File: src/hdl/lfmc_pkg.sv
// Purpose: Shared constants and types of the LED flash mode controller
// Assumes: 40 MHz system clock, 8-bit register port
// Notes:   Offsets are register addresses on the decoded register port
package lfmc_pkg;
   // Register addresses
   localparam logic [7:0] ADDR_TORCH_BR  = 8'ha0;
   localparam logic [7:0] ADDR_FLASH_BR  = 8'hb0;
   localparam logic [7:0] ADDR_MODE_EN   = 8'h10;
   localparam logic [7:0] ADDR_IND_CFG   = 8'h11;
   localparam logic [7:0] ADDR_FLAGS     = 8'hd0;
   localparam logic [7:0] ADDR_CFG1      = 8'he0;
   localparam logic [7:0] ADDR_CFG2      = 8'hf0;
   localparam logic [7:0] REG_RESET      = 8'h00;

   // Mode field encodings
   localparam logic [1:0] MODE_OFF       = 2'h0;
   localparam logic [1:0] MODE_PRIVACY   = 2'h1;
   localparam logic [1:0] MODE_TORCH     = 2'h2;
   localparam logic [1:0] MODE_FLASH     = 2'h3;

   // Field positions
   localparam int EN_PRIV_HIGH   = 2;  // mode_enable: privacy peak level
   localparam int EN_SRC_A       = 3;  // mode_enable: source a used
   localparam int EN_SRC_B       = 4;  // mode_enable: source b used
   localparam int EN_EDGE        = 5;  // mode_enable: edge trigger
   localparam int EN_MSG_IND     = 6;  // mode_enable: message indicator
   localparam int IC_TERM        = 3;  // indicator_config: stop after flash
   localparam int IC_SEL_A       = 4;
   localparam int IC_SEL_B       = 5;
   localparam int IC_BLINK_LO    = 6;
   localparam int C1_STROBE_EN   = 2;
   localparam int C1_NTC_EN      = 4;
   localparam int C2_NTC_OFF     = 1;  // 1: shutdown, 0: force torch
   localparam int C2_VM_OFF      = 2;
   localparam int C2_VM_EN       = 3;
   localparam int C2_VFM_EN      = 4;
   localparam int FL_TIMEOUT     = 0;
   localparam int FL_NTC         = 5;
   localparam int FL_VFM         = 6;
   localparam int FL_VM          = 7;

   // Current code space: torch codes 0..7, flash codes 8..23
   localparam logic [4:0] FLASH_BASE     = 5'h08;
   localparam logic [4:0] TORCH_LOW      = 5'h00;
   localparam logic [4:0] TORCH_HIGH     = 5'h07;
   localparam logic [1:0] BLINK_ALWAYS   = 2'h3;
   localparam logic [3:0] PWM_LAST_SLOT  = 4'h9;  // Ten slots, 10 % each

   // Timing
   localparam int CLK_KHZ        = 40000;
   localparam int STEP_US        = 32;
   localparam int STEP_CYC       = (STEP_US * CLK_KHZ + 999) / 1000;
   localparam int BLINK_BASE_MS  = 128;
   localparam int BLINK_BASE_CYC = BLINK_BASE_MS * CLK_KHZ;
   localparam int PWM_SLOT_US    = 10;
   localparam int PWM_SLOT_CYC   = PWM_SLOT_US * CLK_KHZ / 1000;
   localparam int TIMEOUT_MS     = 600;
   localparam int TIMEOUT_CYC    = TIMEOUT_MS * CLK_KHZ;

   typedef enum logic [1:0] {ST_IDLE, ST_PRECHG, ST_ACTIVE} lfmc_state_t;
endpackage : lfmc_pkg

File: src/hdl/lfmc_tick.sv
// Purpose: Free divider that pulses once every DIV cycles while run is high
// Assumes: Synchronous active-high reset
// Notes:   Restarts from zero whenever run drops
module lfmc_tick #(
   parameter int DIV = 1280
) (
   input  wire logic sys_clk,
   input  wire logic sys_rst,
   input  wire logic run,
   output logic      tick
);
   initial
   begin
      if (DIV < 1)
         $error("lfmc_tick: DIV must be at least 1");
   end

   logic [31:0] cnt_reg;
   logic [31:0] cnt_next;
   logic        tick_next;

   // Count up, wrap on the last cycle
   always_comb
   begin
      cnt_next  = cnt_reg + 32'h1;
      tick_next = 1'b0;
      if (!run)
         cnt_next = 32'h0;
      else if (cnt_reg == 32'(DIV - 1))
      begin
         cnt_next  = 32'h0;
         tick_next = 1'b1;
      end
   end

   always_ff @(posedge sys_clk)
   begin
      if (sys_rst)
      begin
         cnt_reg <= 32'h0;
         tick    <= 1'b0;
      end
      else
      begin
         cnt_reg <= cnt_next;
         tick    <= tick_next;
      end
   end
endmodule // lfmc_tick

File: src/hdl/lfmc_ctrl.sv
// Purpose: Mode, ramp, trigger, indicator and fault control of the driver
// Assumes: Register port already decoded from the serial link
// Notes:   Codes 0..7 are torch levels, 8..23 flash levels
// How it works
// Thermistor trip while torch or flash active sets flags bit 5.
// Thermistor fault forces torch or off until read and voltage recovers.
// Supply flash monitor sets flags bit 6; ramp frozen until read.
// Supply monitor sets bit 7; forced state ends after read and recovery.
// Mode field 11 flash, 10 torch, 01 privacy, 00 off.
// Enable bit 6 drives the message indicator, independent of mode.
// Sources stay off during precharge until output reaches 2.2 V.
// Sources step one code every 32 us up to the target.
// Near supply, boost if headroom low, else pass with switching stopped.
// Flash uses 16 codes per source from the flash brightness register.
// Trigger pin rising starts flash when config 1 bit 2 is set.
// Edge trigger: pin-started flash ends only on timeout.
// Level trigger: flash ends on pin low, mode write 00 or timeout.
// Level trigger: pin toggle during flash restarts the timeout.
// Any flash end turns both sources fully off.
// Mode field clears after flash; privacy resumes if stop bit low.
// Torch offers 8 codes per source, ramped at 32 us per step.
// Indicator config selects sources, stop-after-flash, blink and duty.
// Privacy modulates lowest or highest torch level, per enable bit 2.
// Duty code selects 10 % to 80 % in 10 % steps.
// Blink code selects 128, 256, 512 ms half-period or always on.
// Reading the flags register clears every latched flag.
// Duty n gives (n+1)*10 %; blink 00/01/10 give 128/256/512 ms.
// Mode writes re-enabling a faulted mode are refused until flags read.
module lfmc_ctrl #(
   parameter int BLINK_CYC   = lfmc_pkg::BLINK_BASE_CYC,
   parameter int TIMEOUT_CYC = lfmc_pkg::TIMEOUT_CYC,
   parameter int PWM_CYC     = lfmc_pkg::PWM_SLOT_CYC
) (
   input  wire logic       sys_clk,
   input  wire logic       sys_rst,
   input  wire logic [7:0] reg_addr,
   input  wire logic [7:0] reg_wdata,
   input  wire logic       reg_wr,
   input  wire logic       reg_rd,
   output logic      [7:0] reg_rdata,
   input  wire logic       strobe_pin,
   input  wire logic       thermistor_sense_low,
   input  wire logic       thermistor_sense_ok,
   input  wire logic       vin_mon_low,
   input  wire logic       vin_flash_low,
   input  wire logic       vout_ready,
   input  wire logic       vout_near_vin,
   input  wire logic       headroom_low,
   output logic            current_source_a_en,
   output logic      [4:0] current_source_a_code,
   output logic            current_source_b_en,
   output logic      [4:0] current_source_b_code,
   output logic            precharge_on,
   output logic            boost_on,
   output logic            pass_transistor_on,
   output logic            thermistor_indicator_pin
);
   initial
   begin
      if (BLINK_CYC < 1 || TIMEOUT_CYC < 2 || PWM_CYC < 1)
         $error("lfmc_ctrl: timing parameters too small");
   end

   typedef struct packed {
      logic [7:0]           mode_en;
      logic [7:0]           ind_cfg;
      logic [7:0]           torch_br;
      logic [7:0]           flash_br;
      logic [7:0]           cfg1;
      logic [7:0]           cfg2;
      logic [7:0]           flags;
      logic [7:0]           rdata;
      lfmc_pkg::lfmc_state_t state;
      logic [4:0]           cur;
      logic                 flash_on;
      logic                 pin_trig;
      logic                 strobe_d;
      logic [31:0]          to_cnt;
      logic                 ntc_hold;
      logic                 vm_hold;
      logic [2:0]           blink_cnt;
      logic [3:0]           pwm_slot;
      logic                 a_en;
      logic [4:0]           a_code;
      logic                 b_en;
      logic [4:0]           b_code;
      logic                 prechg;
      logic                 boost;
      logic                 pass;
      logic                 ind;
   } lfmc_st_t;

   lfmc_st_t   st_reg;
   lfmc_st_t   st_next;
   logic       step_tick;
   logic       blink_tick;
   logic       pwm_tick;
   logic [1:0] eff_mode;
   logic [1:0] drv_mode;
   logic       set_ntc;
   logic       set_vfm;
   logic       set_vm;
   logic       set_to;
   logic       rd_flags;
   logic       rise;
   logic       flash_end;
   logic       blocked;
   logic [4:0] tgt_a;
   logic [4:0] tgt_b;
   logic [4:0] tgt_max;
   logic       priv_on;
   logic [4:0] priv_lvl;

   // Ramp step, blink base and PWM slot timebases
   lfmc_tick #(.DIV(lfmc_pkg::STEP_CYC)) u_step (
      .sys_clk (sys_clk),
      .sys_rst (sys_rst),
      .run     (st_reg.state == lfmc_pkg::ST_ACTIVE),
      .tick    (step_tick)
   );
   lfmc_tick #(.DIV(BLINK_CYC)) u_blink (
      .sys_clk (sys_clk),
      .sys_rst (sys_rst),
      .run     (1'b1),
      .tick    (blink_tick)
   );
   lfmc_tick #(.DIV(PWM_CYC)) u_pwm (
      .sys_clk (sys_clk),
      .sys_rst (sys_rst),
      .run     (1'b1),
      .tick    (pwm_tick)
   );

   // Event and mode terms from the present state
   always_comb
   begin
      rd_flags = reg_rd && (reg_addr == lfmc_pkg::ADDR_FLAGS);
      rise     = strobe_pin && !st_reg.strobe_d;
      blocked  = st_reg.flags[lfmc_pkg::FL_NTC]
                 || st_reg.flags[lfmc_pkg::FL_VM];
      if (st_reg.flash_on)
         eff_mode = lfmc_pkg::MODE_FLASH;
      else if (st_reg.mode_en[1:0] == lfmc_pkg::MODE_FLASH)
         eff_mode = lfmc_pkg::MODE_OFF;
      else
         eff_mode = st_reg.mode_en[1:0];
      // Fault forcing: shutdown or fall back to torch
      drv_mode = eff_mode;
      if ((st_reg.ntc_hold && st_reg.cfg2[lfmc_pkg::C2_NTC_OFF])
          || (st_reg.vm_hold && st_reg.cfg2[lfmc_pkg::C2_VM_OFF]))
         drv_mode = lfmc_pkg::MODE_OFF;
      else if ((st_reg.ntc_hold || st_reg.vm_hold)
               && eff_mode == lfmc_pkg::MODE_FLASH)
         drv_mode = lfmc_pkg::MODE_TORCH;
      set_ntc = (st_reg.state == lfmc_pkg::ST_ACTIVE)
                && eff_mode[1] && st_reg.cfg1[lfmc_pkg::C1_NTC_EN]
                && thermistor_sense_low;
      set_vfm = st_reg.flash_on && st_reg.cfg2[lfmc_pkg::C2_VFM_EN]
                && vin_flash_low;
      set_vm  = st_reg.cfg2[lfmc_pkg::C2_VM_EN] && vin_mon_low;
      set_to  = st_reg.flash_on
                && (st_reg.to_cnt == 32'(TIMEOUT_CYC - 1));
      // Flash termination conditions
      flash_end = st_reg.flash_on
         && (set_to
             || (st_reg.pin_trig && !st_reg.mode_en[lfmc_pkg::EN_EDGE]
                 && !strobe_pin)
             || (reg_wr && reg_addr == lfmc_pkg::ADDR_MODE_EN
                 && reg_wdata[1:0] == lfmc_pkg::MODE_OFF
                 && !(st_reg.pin_trig
                      && st_reg.mode_en[lfmc_pkg::EN_EDGE])));
      // Per-source targets
      if (drv_mode == lfmc_pkg::MODE_FLASH)
      begin
         tgt_a = lfmc_pkg::FLASH_BASE + {1'b0, st_reg.flash_br[3:0]};
         tgt_b = lfmc_pkg::FLASH_BASE + {1'b0, st_reg.flash_br[7:4]};
      end
      else
      begin
         tgt_a = {2'b00, st_reg.torch_br[2:0]};
         tgt_b = {2'b00, st_reg.torch_br[5:3]};
      end
      tgt_max = (tgt_a > tgt_b) ? tgt_a : tgt_b;
      // Privacy modulation
      priv_lvl = st_reg.mode_en[lfmc_pkg::EN_PRIV_HIGH]
                 ? lfmc_pkg::TORCH_HIGH : lfmc_pkg::TORCH_LOW;
      priv_on  = (st_reg.pwm_slot <= {1'b0, st_reg.ind_cfg[2:0]})
                 && ((st_reg.ind_cfg[7:6] == lfmc_pkg::BLINK_ALWAYS)
                     || !st_reg.blink_cnt[st_reg.ind_cfg[7:6]]);
   end

   // Next state
   always_comb
   begin
      st_next          = st_reg;
      st_next.strobe_d = strobe_pin;
      st_next.rdata    = 8'h00;
      // Register writes
      if (reg_wr)
      begin
         if (reg_addr == lfmc_pkg::ADDR_TORCH_BR)
            st_next.torch_br = reg_wdata;
         else if (reg_addr == lfmc_pkg::ADDR_FLASH_BR)
            st_next.flash_br = reg_wdata;
         else if (reg_addr == lfmc_pkg::ADDR_IND_CFG)
            st_next.ind_cfg = reg_wdata;
         else if (reg_addr == lfmc_pkg::ADDR_CFG1)
            st_next.cfg1 = reg_wdata;
         else if (reg_addr == lfmc_pkg::ADDR_CFG2)
            st_next.cfg2 = reg_wdata;
         else if (reg_addr == lfmc_pkg::ADDR_MODE_EN)
         begin
            st_next.mode_en[7:2] = reg_wdata[7:2];
            if (!(blocked && reg_wdata[1:0] != lfmc_pkg::MODE_OFF))
               st_next.mode_en[1:0] = reg_wdata[1:0];
            if (!blocked && !st_reg.flash_on
                && reg_wdata[1:0] == lfmc_pkg::MODE_FLASH)
            begin
               st_next.flash_on = 1'b1;
               st_next.pin_trig = 1'b0;
               st_next.to_cnt   = 32'h0;
            end
         end
      end
      // Register reads, unmapped addresses read zero
      if (reg_rd)
      begin
         if (reg_addr == lfmc_pkg::ADDR_TORCH_BR)
            st_next.rdata = st_reg.torch_br;
         else if (reg_addr == lfmc_pkg::ADDR_FLASH_BR)
            st_next.rdata = st_reg.flash_br;
         else if (reg_addr == lfmc_pkg::ADDR_MODE_EN)
            st_next.rdata = st_reg.mode_en;
         else if (reg_addr == lfmc_pkg::ADDR_IND_CFG)
            st_next.rdata = st_reg.ind_cfg;
         else if (reg_addr == lfmc_pkg::ADDR_CFG1)
            st_next.rdata = st_reg.cfg1;
         else if (reg_addr == lfmc_pkg::ADDR_CFG2)
            st_next.rdata = st_reg.cfg2;
         else if (reg_addr == lfmc_pkg::ADDR_FLAGS)
            st_next.rdata = st_reg.flags;
      end
      // Flags: a read clears, a same-cycle event still sets
      st_next.flags = (rd_flags ? 8'h00 : st_reg.flags)
         | {set_vm, set_vfm, set_ntc, 4'h0, set_to};
      if (set_ntc)
         st_next.ntc_hold = 1'b1;
      else if (!st_reg.flags[lfmc_pkg::FL_NTC] && thermistor_sense_ok)
         st_next.ntc_hold = 1'b0;
      if (set_vm)
         st_next.vm_hold = 1'b1;
      else if (!st_reg.flags[lfmc_pkg::FL_VM] && !vin_mon_low)
         st_next.vm_hold = 1'b0;
      // Hardware trigger start and timeout restart
      if (!st_reg.flash_on && !blocked && rise
          && st_reg.cfg1[lfmc_pkg::C1_STROBE_EN])
      begin
         st_next.flash_on = 1'b1;
         st_next.pin_trig = 1'b1;
         st_next.to_cnt   = 32'h0;
      end
      else if (st_reg.flash_on)
      begin
         st_next.to_cnt = st_reg.to_cnt + 32'h1;
         if (!st_reg.mode_en[lfmc_pkg::EN_EDGE]
             && strobe_pin != st_reg.strobe_d)
            st_next.to_cnt = 32'h0;
      end
      // Flash end: sources off, mode field back to off or privacy
      if (flash_end)
      begin
         st_next.flash_on     = 1'b0;
         st_next.pin_trig     = 1'b0;
         st_next.state        = lfmc_pkg::ST_IDLE;
         st_next.mode_en[1:0] = st_reg.ind_cfg[lfmc_pkg::IC_TERM]
            ? lfmc_pkg::MODE_OFF : lfmc_pkg::MODE_PRIVACY;
      end
      else
      begin
         case (st_reg.state)
            lfmc_pkg::ST_IDLE:
            begin
               st_next.cur = 5'h00;
               if (drv_mode != lfmc_pkg::MODE_OFF)
                  st_next.state = lfmc_pkg::ST_PRECHG;
            end
            lfmc_pkg::ST_PRECHG:
            begin
               if (drv_mode == lfmc_pkg::MODE_OFF)
                  st_next.state = lfmc_pkg::ST_IDLE;
               else if (vout_ready)
                  st_next.state = lfmc_pkg::ST_ACTIVE;
            end
            lfmc_pkg::ST_ACTIVE:
            begin
               if (drv_mode == lfmc_pkg::MODE_OFF)
                  st_next.state = lfmc_pkg::ST_IDLE;
               else if (step_tick && st_reg.cur < tgt_max
                        && !st_reg.flags[lfmc_pkg::FL_VFM])
                  st_next.cur = st_reg.cur + 5'h01;
            end
            default:
               st_next.state = lfmc_pkg::ST_IDLE;
         endcase
      end
      // Indicator timebases
      if (blink_tick)
         st_next.blink_cnt = st_reg.blink_cnt + 3'h1;
      if (pwm_tick)
         st_next.pwm_slot = (st_reg.pwm_slot == lfmc_pkg::PWM_LAST_SLOT)
                            ? 4'h0 : st_reg.pwm_slot + 4'h1;
      // Registered drive outputs
      st_next.a_en   = 1'b0;
      st_next.b_en   = 1'b0;
      st_next.a_code = 5'h00;
      st_next.b_code = 5'h00;
      if (st_reg.state == lfmc_pkg::ST_ACTIVE && !flash_end)
      begin
         if (drv_mode == lfmc_pkg::MODE_PRIVACY)
         begin
            st_next.a_en   = priv_on && st_reg.ind_cfg[lfmc_pkg::IC_SEL_A];
            st_next.b_en   = priv_on && st_reg.ind_cfg[lfmc_pkg::IC_SEL_B];
            st_next.a_code = priv_lvl;
            st_next.b_code = priv_lvl;
         end
         else if (drv_mode != lfmc_pkg::MODE_OFF)
         begin
            st_next.a_en   = st_reg.mode_en[lfmc_pkg::EN_SRC_A];
            st_next.b_en   = st_reg.mode_en[lfmc_pkg::EN_SRC_B];
            st_next.a_code = (st_reg.cur < tgt_a) ? st_reg.cur : tgt_a;
            st_next.b_code = (st_reg.cur < tgt_b) ? st_reg.cur : tgt_b;
         end
      end
      st_next.prechg = (st_reg.state == lfmc_pkg::ST_PRECHG);
      st_next.boost  = (st_reg.state == lfmc_pkg::ST_ACTIVE)
                       && vout_near_vin && headroom_low;
      st_next.pass   = (st_reg.state == lfmc_pkg::ST_ACTIVE)
                       && vout_near_vin && !headroom_low;
      st_next.ind    = st_reg.mode_en[lfmc_pkg::EN_MSG_IND];
   end

   // State register
   always_ff @(posedge sys_clk)
   begin
      if (sys_rst)
      begin
         st_reg         <= '0;
         st_reg.state   <= lfmc_pkg::ST_IDLE;
         st_reg.mode_en <= lfmc_pkg::REG_RESET;
      end
      else
         st_reg <= st_next;
   end

   assign reg_rdata                = st_reg.rdata;
   assign current_source_a_en      = st_reg.a_en;
   assign current_source_a_code    = st_reg.a_code;
   assign current_source_b_en      = st_reg.b_en;
   assign current_source_b_code    = st_reg.b_code;
   assign precharge_on             = st_reg.prechg;
   assign boost_on                 = st_reg.boost;
   assign pass_transistor_on       = st_reg.pass;
   assign thermistor_indicator_pin = st_reg.ind;

   // Checks on the driven behaviour
   a_ntc_flag_set: assert property (@(posedge sys_clk) disable iff (sys_rst)
      set_ntc |=> st_reg.flags[lfmc_pkg::FL_NTC] && st_reg.ntc_hold)
      else $error("thermistor trip not latched");
   a_vm_hold_keep: assert property (@(posedge sys_clk) disable iff (sys_rst)
      st_reg.vm_hold && st_reg.flags[lfmc_pkg::FL_VM] |=> st_reg.vm_hold)
      else $error("supply fault released before flags read");
   a_vfm_ramp_frz: assert property (@(posedge sys_clk) disable iff (sys_rst)
      st_reg.flags[lfmc_pkg::FL_VFM] && st_reg.state == lfmc_pkg::ST_ACTIVE
      && !flash_end |=> st_reg.cur <= $past(st_reg.cur))
      else $error("ramp advanced under supply flash fault");
   a_prechg_off: assert property (@(posedge sys_clk) disable iff (sys_rst)
      st_reg.state == lfmc_pkg::ST_PRECHG |=> !st_reg.a_en && !st_reg.b_en)
      else $error("source on during precharge");
   a_ramp_one_step: assert property (@(posedge sys_clk) disable iff (sys_rst)
      st_reg.state == lfmc_pkg::ST_ACTIVE && !step_tick
      |=> st_reg.cur == $past(st_reg.cur) || st_reg.state != lfmc_pkg::ST_ACTIVE)
      else $error("ramp stepped without step tick");
   a_flash_end_off: assert property (@(posedge sys_clk) disable iff (sys_rst)
      flash_end |=> !st_reg.a_en && !st_reg.b_en && !st_reg.flash_on)
      else $error("sources not off after flash");
   a_mode_clear: assert property (@(posedge sys_clk) disable iff (sys_rst)
      flash_end && st_reg.ind_cfg[lfmc_pkg::IC_TERM]
      |=> st_reg.mode_en[1:0] == lfmc_pkg::MODE_OFF)
      else $error("mode field not cleared after flash");
   a_to_restart: assert property (@(posedge sys_clk) disable iff (sys_rst)
      st_reg.flash_on && !st_reg.mode_en[lfmc_pkg::EN_EDGE]
      && strobe_pin != st_reg.strobe_d && !flash_end |=> st_reg.to_cnt == 32'h0)
      else $error("timeout not restarted on toggle");
   a_edge_hold: assert property (@(posedge sys_clk) disable iff (sys_rst)
      st_reg.flash_on && st_reg.pin_trig && st_reg.mode_en[lfmc_pkg::EN_EDGE]
      && !set_to |=> st_reg.flash_on)
      else $error("edge-triggered flash ended before timeout");
   a_flags_clear: assert property (@(posedge sys_clk) disable iff (sys_rst)
      rd_flags && !set_to && !set_ntc && !set_vfm && !set_vm
      |=> st_reg.flags == 8'h00 && st_reg.rdata == $past(st_reg.flags))
      else $error("flags read did not clear");
   a_msg_ind: assert property (@(posedge sys_clk) disable iff (sys_rst)
      ##1 thermistor_indicator_pin == $past(st_reg.mode_en[lfmc_pkg::EN_MSG_IND]))
      else $error("message indicator mismatch");
endmodule // lfmc_ctrl

File: config.mk
export PLATFORM = sky130hd
export DESIGN_NAME = lfmc_ctrl
export DESIGN_NICKNAME = d
export VERILOG_FILES = /design/src/hdl/lfmc_pkg.sv /design/src/hdl/lfmc_tick.sv /design/src/hdl/lfmc_ctrl.sv
export SDC_FILE = /design/constraint.sdc
export NUM_CORES = 1
export LEC_CHECK = 0
export BUFFER_PORTS_ARGS = -buffer_cell sky130_fd_sc_hd__buf_4
export CORE_MARGIN = 2
export CORE_UTILIZATION = 30
export CTS_CLUSTER_DIAMETER = 60
export DETAILED_ROUTE_END_ITERATION = 8
export SYNTH_ARGS = -nofsm -noshare
export SYNTH_HDL_FRONTEND = slang
export SYNTH_HIERARCHICAL = 1
export SYNTH_SLANG_ARGS = --single-unit
export TNS_END_PERCENT = 30
File: constraint.sdc
create_clock -name sys_clk -period 5.7 [get_ports sys_clk]
set_input_delay 0 -clock sys_clk [delete_from_list [all_inputs] [get_ports sys_clk]]
set_output_delay 0 -clock sys_clk [all_outputs]
set_load 0.1 [all_outputs]
==> flow_results.org <==
** Logic synthesis
- Number of warnings reported in the yosys synthesis log :: 6
- Portion of the post-synthesis area used by sequential elements :: 40.1%
- After synthesis, the largest area contributor takes up 40.1% of total cell area.
- Dividing the synthesized area by the synthesized cell count gives 8.24 sq um.
- Counting flops with a built-in enable in the synthesized netlist gives 0.
- The number of different library cells used by synthesis comes to 75.
- The commonest cells after synthesis are sky130_fd_sc_hd__dfxtp_1, sky130_fd_sc_hd__nand2_1, sky130_fd_sc_hd__nor2_1, sky130_fd_sc_hd__a21oi_1, sky130_fd_sc_hd__o21ai_0.
- Cell count after synthesis :: 1,369
- Synthesis inferred 226 register bits.
- Summed over all instances, the cell type with the most area after synthesis is sky130_fd_sc_hd__dfxtp_1.
- Fraction of registers with async set/reset :: 0%
- Among all flip-flop cells after synthesis, the most frequent one is sky130_fd_sc_hd__dfxtp_1.
- Ranking of synthesized cells by area :: sky130_fd_sc_hd__dfxtp_1, sky130_fd_sc_hd__a21oi_1, sky130_fd_sc_hd__nand2_1
- Summing every instance area after synthesis gives 11,300 sq um.
- Library cell with the highest instance count after synthesis :: sky130_fd_sc_hd__dfxtp_1

** Pwr
- For this design the ratio of total power to cell area is 265 nW/um^2.
- Per report_power, the combinational group accounts for 2.3% of the total.
- Clock network fraction of total power :: 51.9%
- Reported leakage power :: 4.33 nW
- For this design the total switching power over the nets is 0.744 mW.
- Peak supply drop :: 0.000164 V
- The internal power of the cells totals 2.72 mW.
- Share of total power consumed by net switching :: 21.5%
- Power share of the sequential group :: 45.8%

** Floorplanning
- The floorplan step defined a die boundary enclosing 39,100 sq um.
- The initial utilization of the core area, before any placement, comes to 30.2%.
- Total I/O pin count :: 52
- Die Height :: 198 um
- Row Count :: 71
- The region available for standard cell placement spans 37,300 sq um.
- The floorplan step set the die width to 198 um.

** Setup path
- Stage delay of the slowest cell on the critical path :: 0.61 ns
- Buf/Inv on CP :: 1
- Worst setup path startpoint :: st_reg[59]
- Cell-by-cell listing of the critical path :: or3b_1, nor2_1, inv_1, ha_1, nand2_1, o32ai_1, a311o_1, o21ai_4, mux2_2, ha_1, a21o_1, a21o_1, a221oi_1, nand2_1, or4_1, a21oi_1
- Of all nets on the critical path, the largest fanout is 14.
- The startpoint identified for the worst register-to-register timing path is st_reg[59].
- STA puts the critical path data required time at 6.17 ns.
- Arrival time worst endpoint :: 5.50 ns
- Top delay family on crit path :: compound AO/OA/AOI/OAI gates
- The largest individual stage delay along the critical path comes from the cell sky130_fd_sc_hd__or3b_1.
- Endpoint class of the critical path :: register
- Flop2flop setup slack :: 0.67 ns
- Path length in cells of the critical path :: 16
- Element type at the critical path start :: register
- The worst setup path is of the register to register kind.
- Depth of the worst register-to-register path :: 16

** Route
- The first TritonRoute pass finished after 8 iterations.
- Summed over all layers, the routed wires come to 29,100 um.
- The final route contains 10,229 vias.
- In the routed design, unresolved DRC markers number 0.
- Post-DRT Antenna Nets :: 0
- After detailed routing, the number of vias per cell comes to 5.40.
- Routed len/inst :: 15.4 um
- In this run, the number of DRC markers left after iteration 0 of detailed routing was 666.

** Cells and area
- The filler cells instantiated in the layout total 3,845.
- The net count of the finished layout is 1,450.
- Area occupied by multi-input gates :: 6190 sq um
- 0 antenna diodes ended up in the layout.
- Cells with a size suffix above 1 make up 9.51% of the layout.
- Area taken by flip-flops and latches :: 4520 sq um
- Max reg flops :: 102
- From synthesis to final layout, the design area changed by 15.7%.

** Timing
- Worst hold margin :: 0.0329 ns
- The number of failing hold endpoints at the final stage is 0.
- The worst path uses 88.2% of the clock period.
- Time the final worst path needs with I/O delays and setup :: 5.03 ns
- Setup violations remaining at the end of the flow were counted as 0.
- Setup repair after global routing left no endpoint under its margin.
- Max Clock Skew :: 0.0135 ns
- Sum Neg Setup Slack :: 0 ns
- Static timing analysis puts the maximum clock frequency at 0.199 GHz.
- Setup slack closes at 0.670 ns.
- For the pin with the worst max-slew slack, the measured transition is 1.11 ns.
- Final slew viol count :: 0
- In this run the tightest slew margin relative to its limit is 25.9%.

** Placement
- OpenSTA, run right after detailed placement, puts the worst setup slack at 0.737 ns.
- Once detailed placement completed, the half-perimeter wirelength came to 20,200 um.
- At the end of routability-driven placement, the weighted congestion stood at 0.897.
- Number of port buffers :: 51

** GRT
- Antenna violations before repair :: 0
- Overflow left after global routing :: 0
- Vias in the first global route :: 9,541
- Entering global routing, the biggest net connects 70 pins.
- Across every metal layer, demand over resource in global routing totals 14.7%.
- First-pass GRT wire length :: 48,100 um

** Hold path
- Hold Startpoint :: sys_rst
- Cells on Worst Hold Path :: 3
- The path class of the tightest hold or removal check is input port to register.

** Job
- The tool flagged a number of max-cap violations equal to 0.

** Clock network
- Clock tree synthesis inserted a total of 27 buffers.
- Clock latency at the later pin of the worst-skew pair :: 0.54 ns
- Post-CTS Setup Bufs :: 0
- In this run the deepest clock path goes through 3 buffers.
- After clock tree synthesis, the clock-pin slew on the worst setup and hold paths is 0.06 ns.
- In this run the number of H-tree levels came out at 1.
- After clock tree synthesis, the repair step resized 0 gates.
- TritonCTS built the clock tree.
- Library cell used as clock root buffer :: sky130_fd_sc_hd__clkbuf_16
- For this design, the sink count on the clock tree is 226.

** Outcome
- The run finished with clean final reports.
[worst reg2reg max path, cell delays in order, from the launching register on]
cell	delay, ns
sky130_fd_sc_hd__dfxtp_1	0.56
sky130_fd_sc_hd__or3b_1	0.61
sky130_fd_sc_hd__nor2_1	0.30
sky130_fd_sc_hd__inv_1	0.11
sky130_fd_sc_hd__ha_1	0.33
sky130_fd_sc_hd__nand2_1	0.07
sky130_fd_sc_hd__o32ai_1	0.09
sky130_fd_sc_hd__a311o_1	0.37
sky130_fd_sc_hd__o21ai_4	0.21
sky130_fd_sc_hd__mux2_2	0.36
sky130_fd_sc_hd__ha_1	0.29
sky130_fd_sc_hd__a21o_1	0.16
sky130_fd_sc_hd__a21o_1	0.17
sky130_fd_sc_hd__a221oi_1	0.56
sky130_fd_sc_hd__nand2_1	0.20
sky130_fd_sc_hd__or4_1	0.43
sky130_fd_sc_hd__a21oi_1	0.15
[routing by layer]
metal  GRT usage [%]  vias to the layer above  part of all wire, %
met4            5.43                        0                  2.9
met5               0                        -                    0
met1            19.8                     4876                   47
li1                -                     5069                    -
met2            23.7                      232                   45
met3            2.28                       52                  5.2
[placed cells by master, fill, tap and decap left out, types with 12 or more instances in the layout]
master / synthesis / final
sky130_fd_sc_hd__nor2_1: 132 / 132
sky130_fd_sc_hd__nand3_1: 63 / 63
sky130_fd_sc_hd__and4_1: 12 / 12
sky130_fd_sc_hd__o31ai_1: 26 / 26
sky130_fd_sc_hd__mux2i_1: 33 / 33
sky130_fd_sc_hd__inv_1: 41 / 41
sky130_fd_sc_hd__ha_1: 23 / 23
sky130_fd_sc_hd__nor4_1: 30 / 30
sky130_fd_sc_hd__and3_1: 25 / 25
sky130_fd_sc_hd__xor2_1: 17 / 17
sky130_fd_sc_hd__a31oi_1: 17 / 17
sky130_fd_sc_hd__buf_4: 19 / 59
sky130_fd_sc_hd__nand2_1: 145 / 145
sky130_fd_sc_hd__o21ai_0: 67 / 67
sky130_fd_sc_hd__nor3_1: 35 / 35
sky130_fd_sc_hd__clkbuf_16: 0 / 27
sky130_fd_sc_hd__dfxtp_1: 226 / 226
sky130_fd_sc_hd__a211oi_1: 14 / 14
sky130_fd_sc_hd__or3_1: 31 / 31
sky130_fd_sc_hd__a21oi_1: 116 / 116
sky130_fd_sc_hd__or4_1: 35 / 35
sky130_fd_sc_hd__dlygate4sd3_1: 0 / 21
sky130_fd_sc_hd__xnor2_1: 31 / 31
sky130_fd_sc_hd__nand4_1: 37 / 37
[repair_timing]
action | CTS | global route
hold buffers | 21 | 0
setup endpoints to repair | 0 | 0
hold endpoints to repair | 67 | 0
[logic make-up (layout without fill, tap and decap cells)]
| kind of cell | count (synthesis) | in the layout | synth area share, % |
|---|---|---|---|
| buffers and inverters | 123 | 170 | 5.06 |
| adder cells (fa/ha/maj) | 23 | 23 | 2.55 |
| multiplexers | 40 | 40 | 3.65 |
| AND/OR/NAND/NOR | 604 | 604 | 27.9 |
| XOR/XNOR | 48 | 48 | 3.73 |
| AO/OA/AOI/OAI | 304 | 304 | 16.9 |
| other | 1 | 4 | 0.0333 |
| flip-flops | 226 | 226 | 40.1 |
[through the flow]
stage | util (%) | instance area, sq um | cells | power, mW
floorplan | - | 11300 | 1372 | 1.65
global placement | 31.9 | 11900 | 1823 | 1.69
detailed placement | 31.9 | 11900 | 1823 | 1.69
CTS | 35.0 | 13000 | 1893 | 3.50
global route | 35.0 | 13000 | 1893 | 3.58
finish | 35.0 | 13000 | 1893 | 3.46
[final timing paths]
path | endpoint
worst max-delay path | st_reg[62]
worst min-delay path | boost_on
worst max register to register | st_reg[62]
worst min register to register | st_reg[94]
[cell type report]
type | count | area share [%]
multi-input cells | 1023 | 47.4
flip-flops and latches | 226 | 34.7
clock buffers | 35 | 5.71
repair buffers | 80 | 5.01
well taps | 474 | 4.55
clock inverters | 14 | 1.44
inverters | 41 | 1.18
[power groups by stage]
stage               sequential (mW)  clock, mW  combinational, mW
finish                         1.58       1.80             0.0803
global route                   1.58       1.91             0.0872
CTS                            1.58       1.84             0.0808
detailed placement             1.62          0             0.0699
global placement               1.62          0             0.0699
floorplan                      1.62          0             0.0351
No activity file was read; power rests on OpenSTA's default activity.
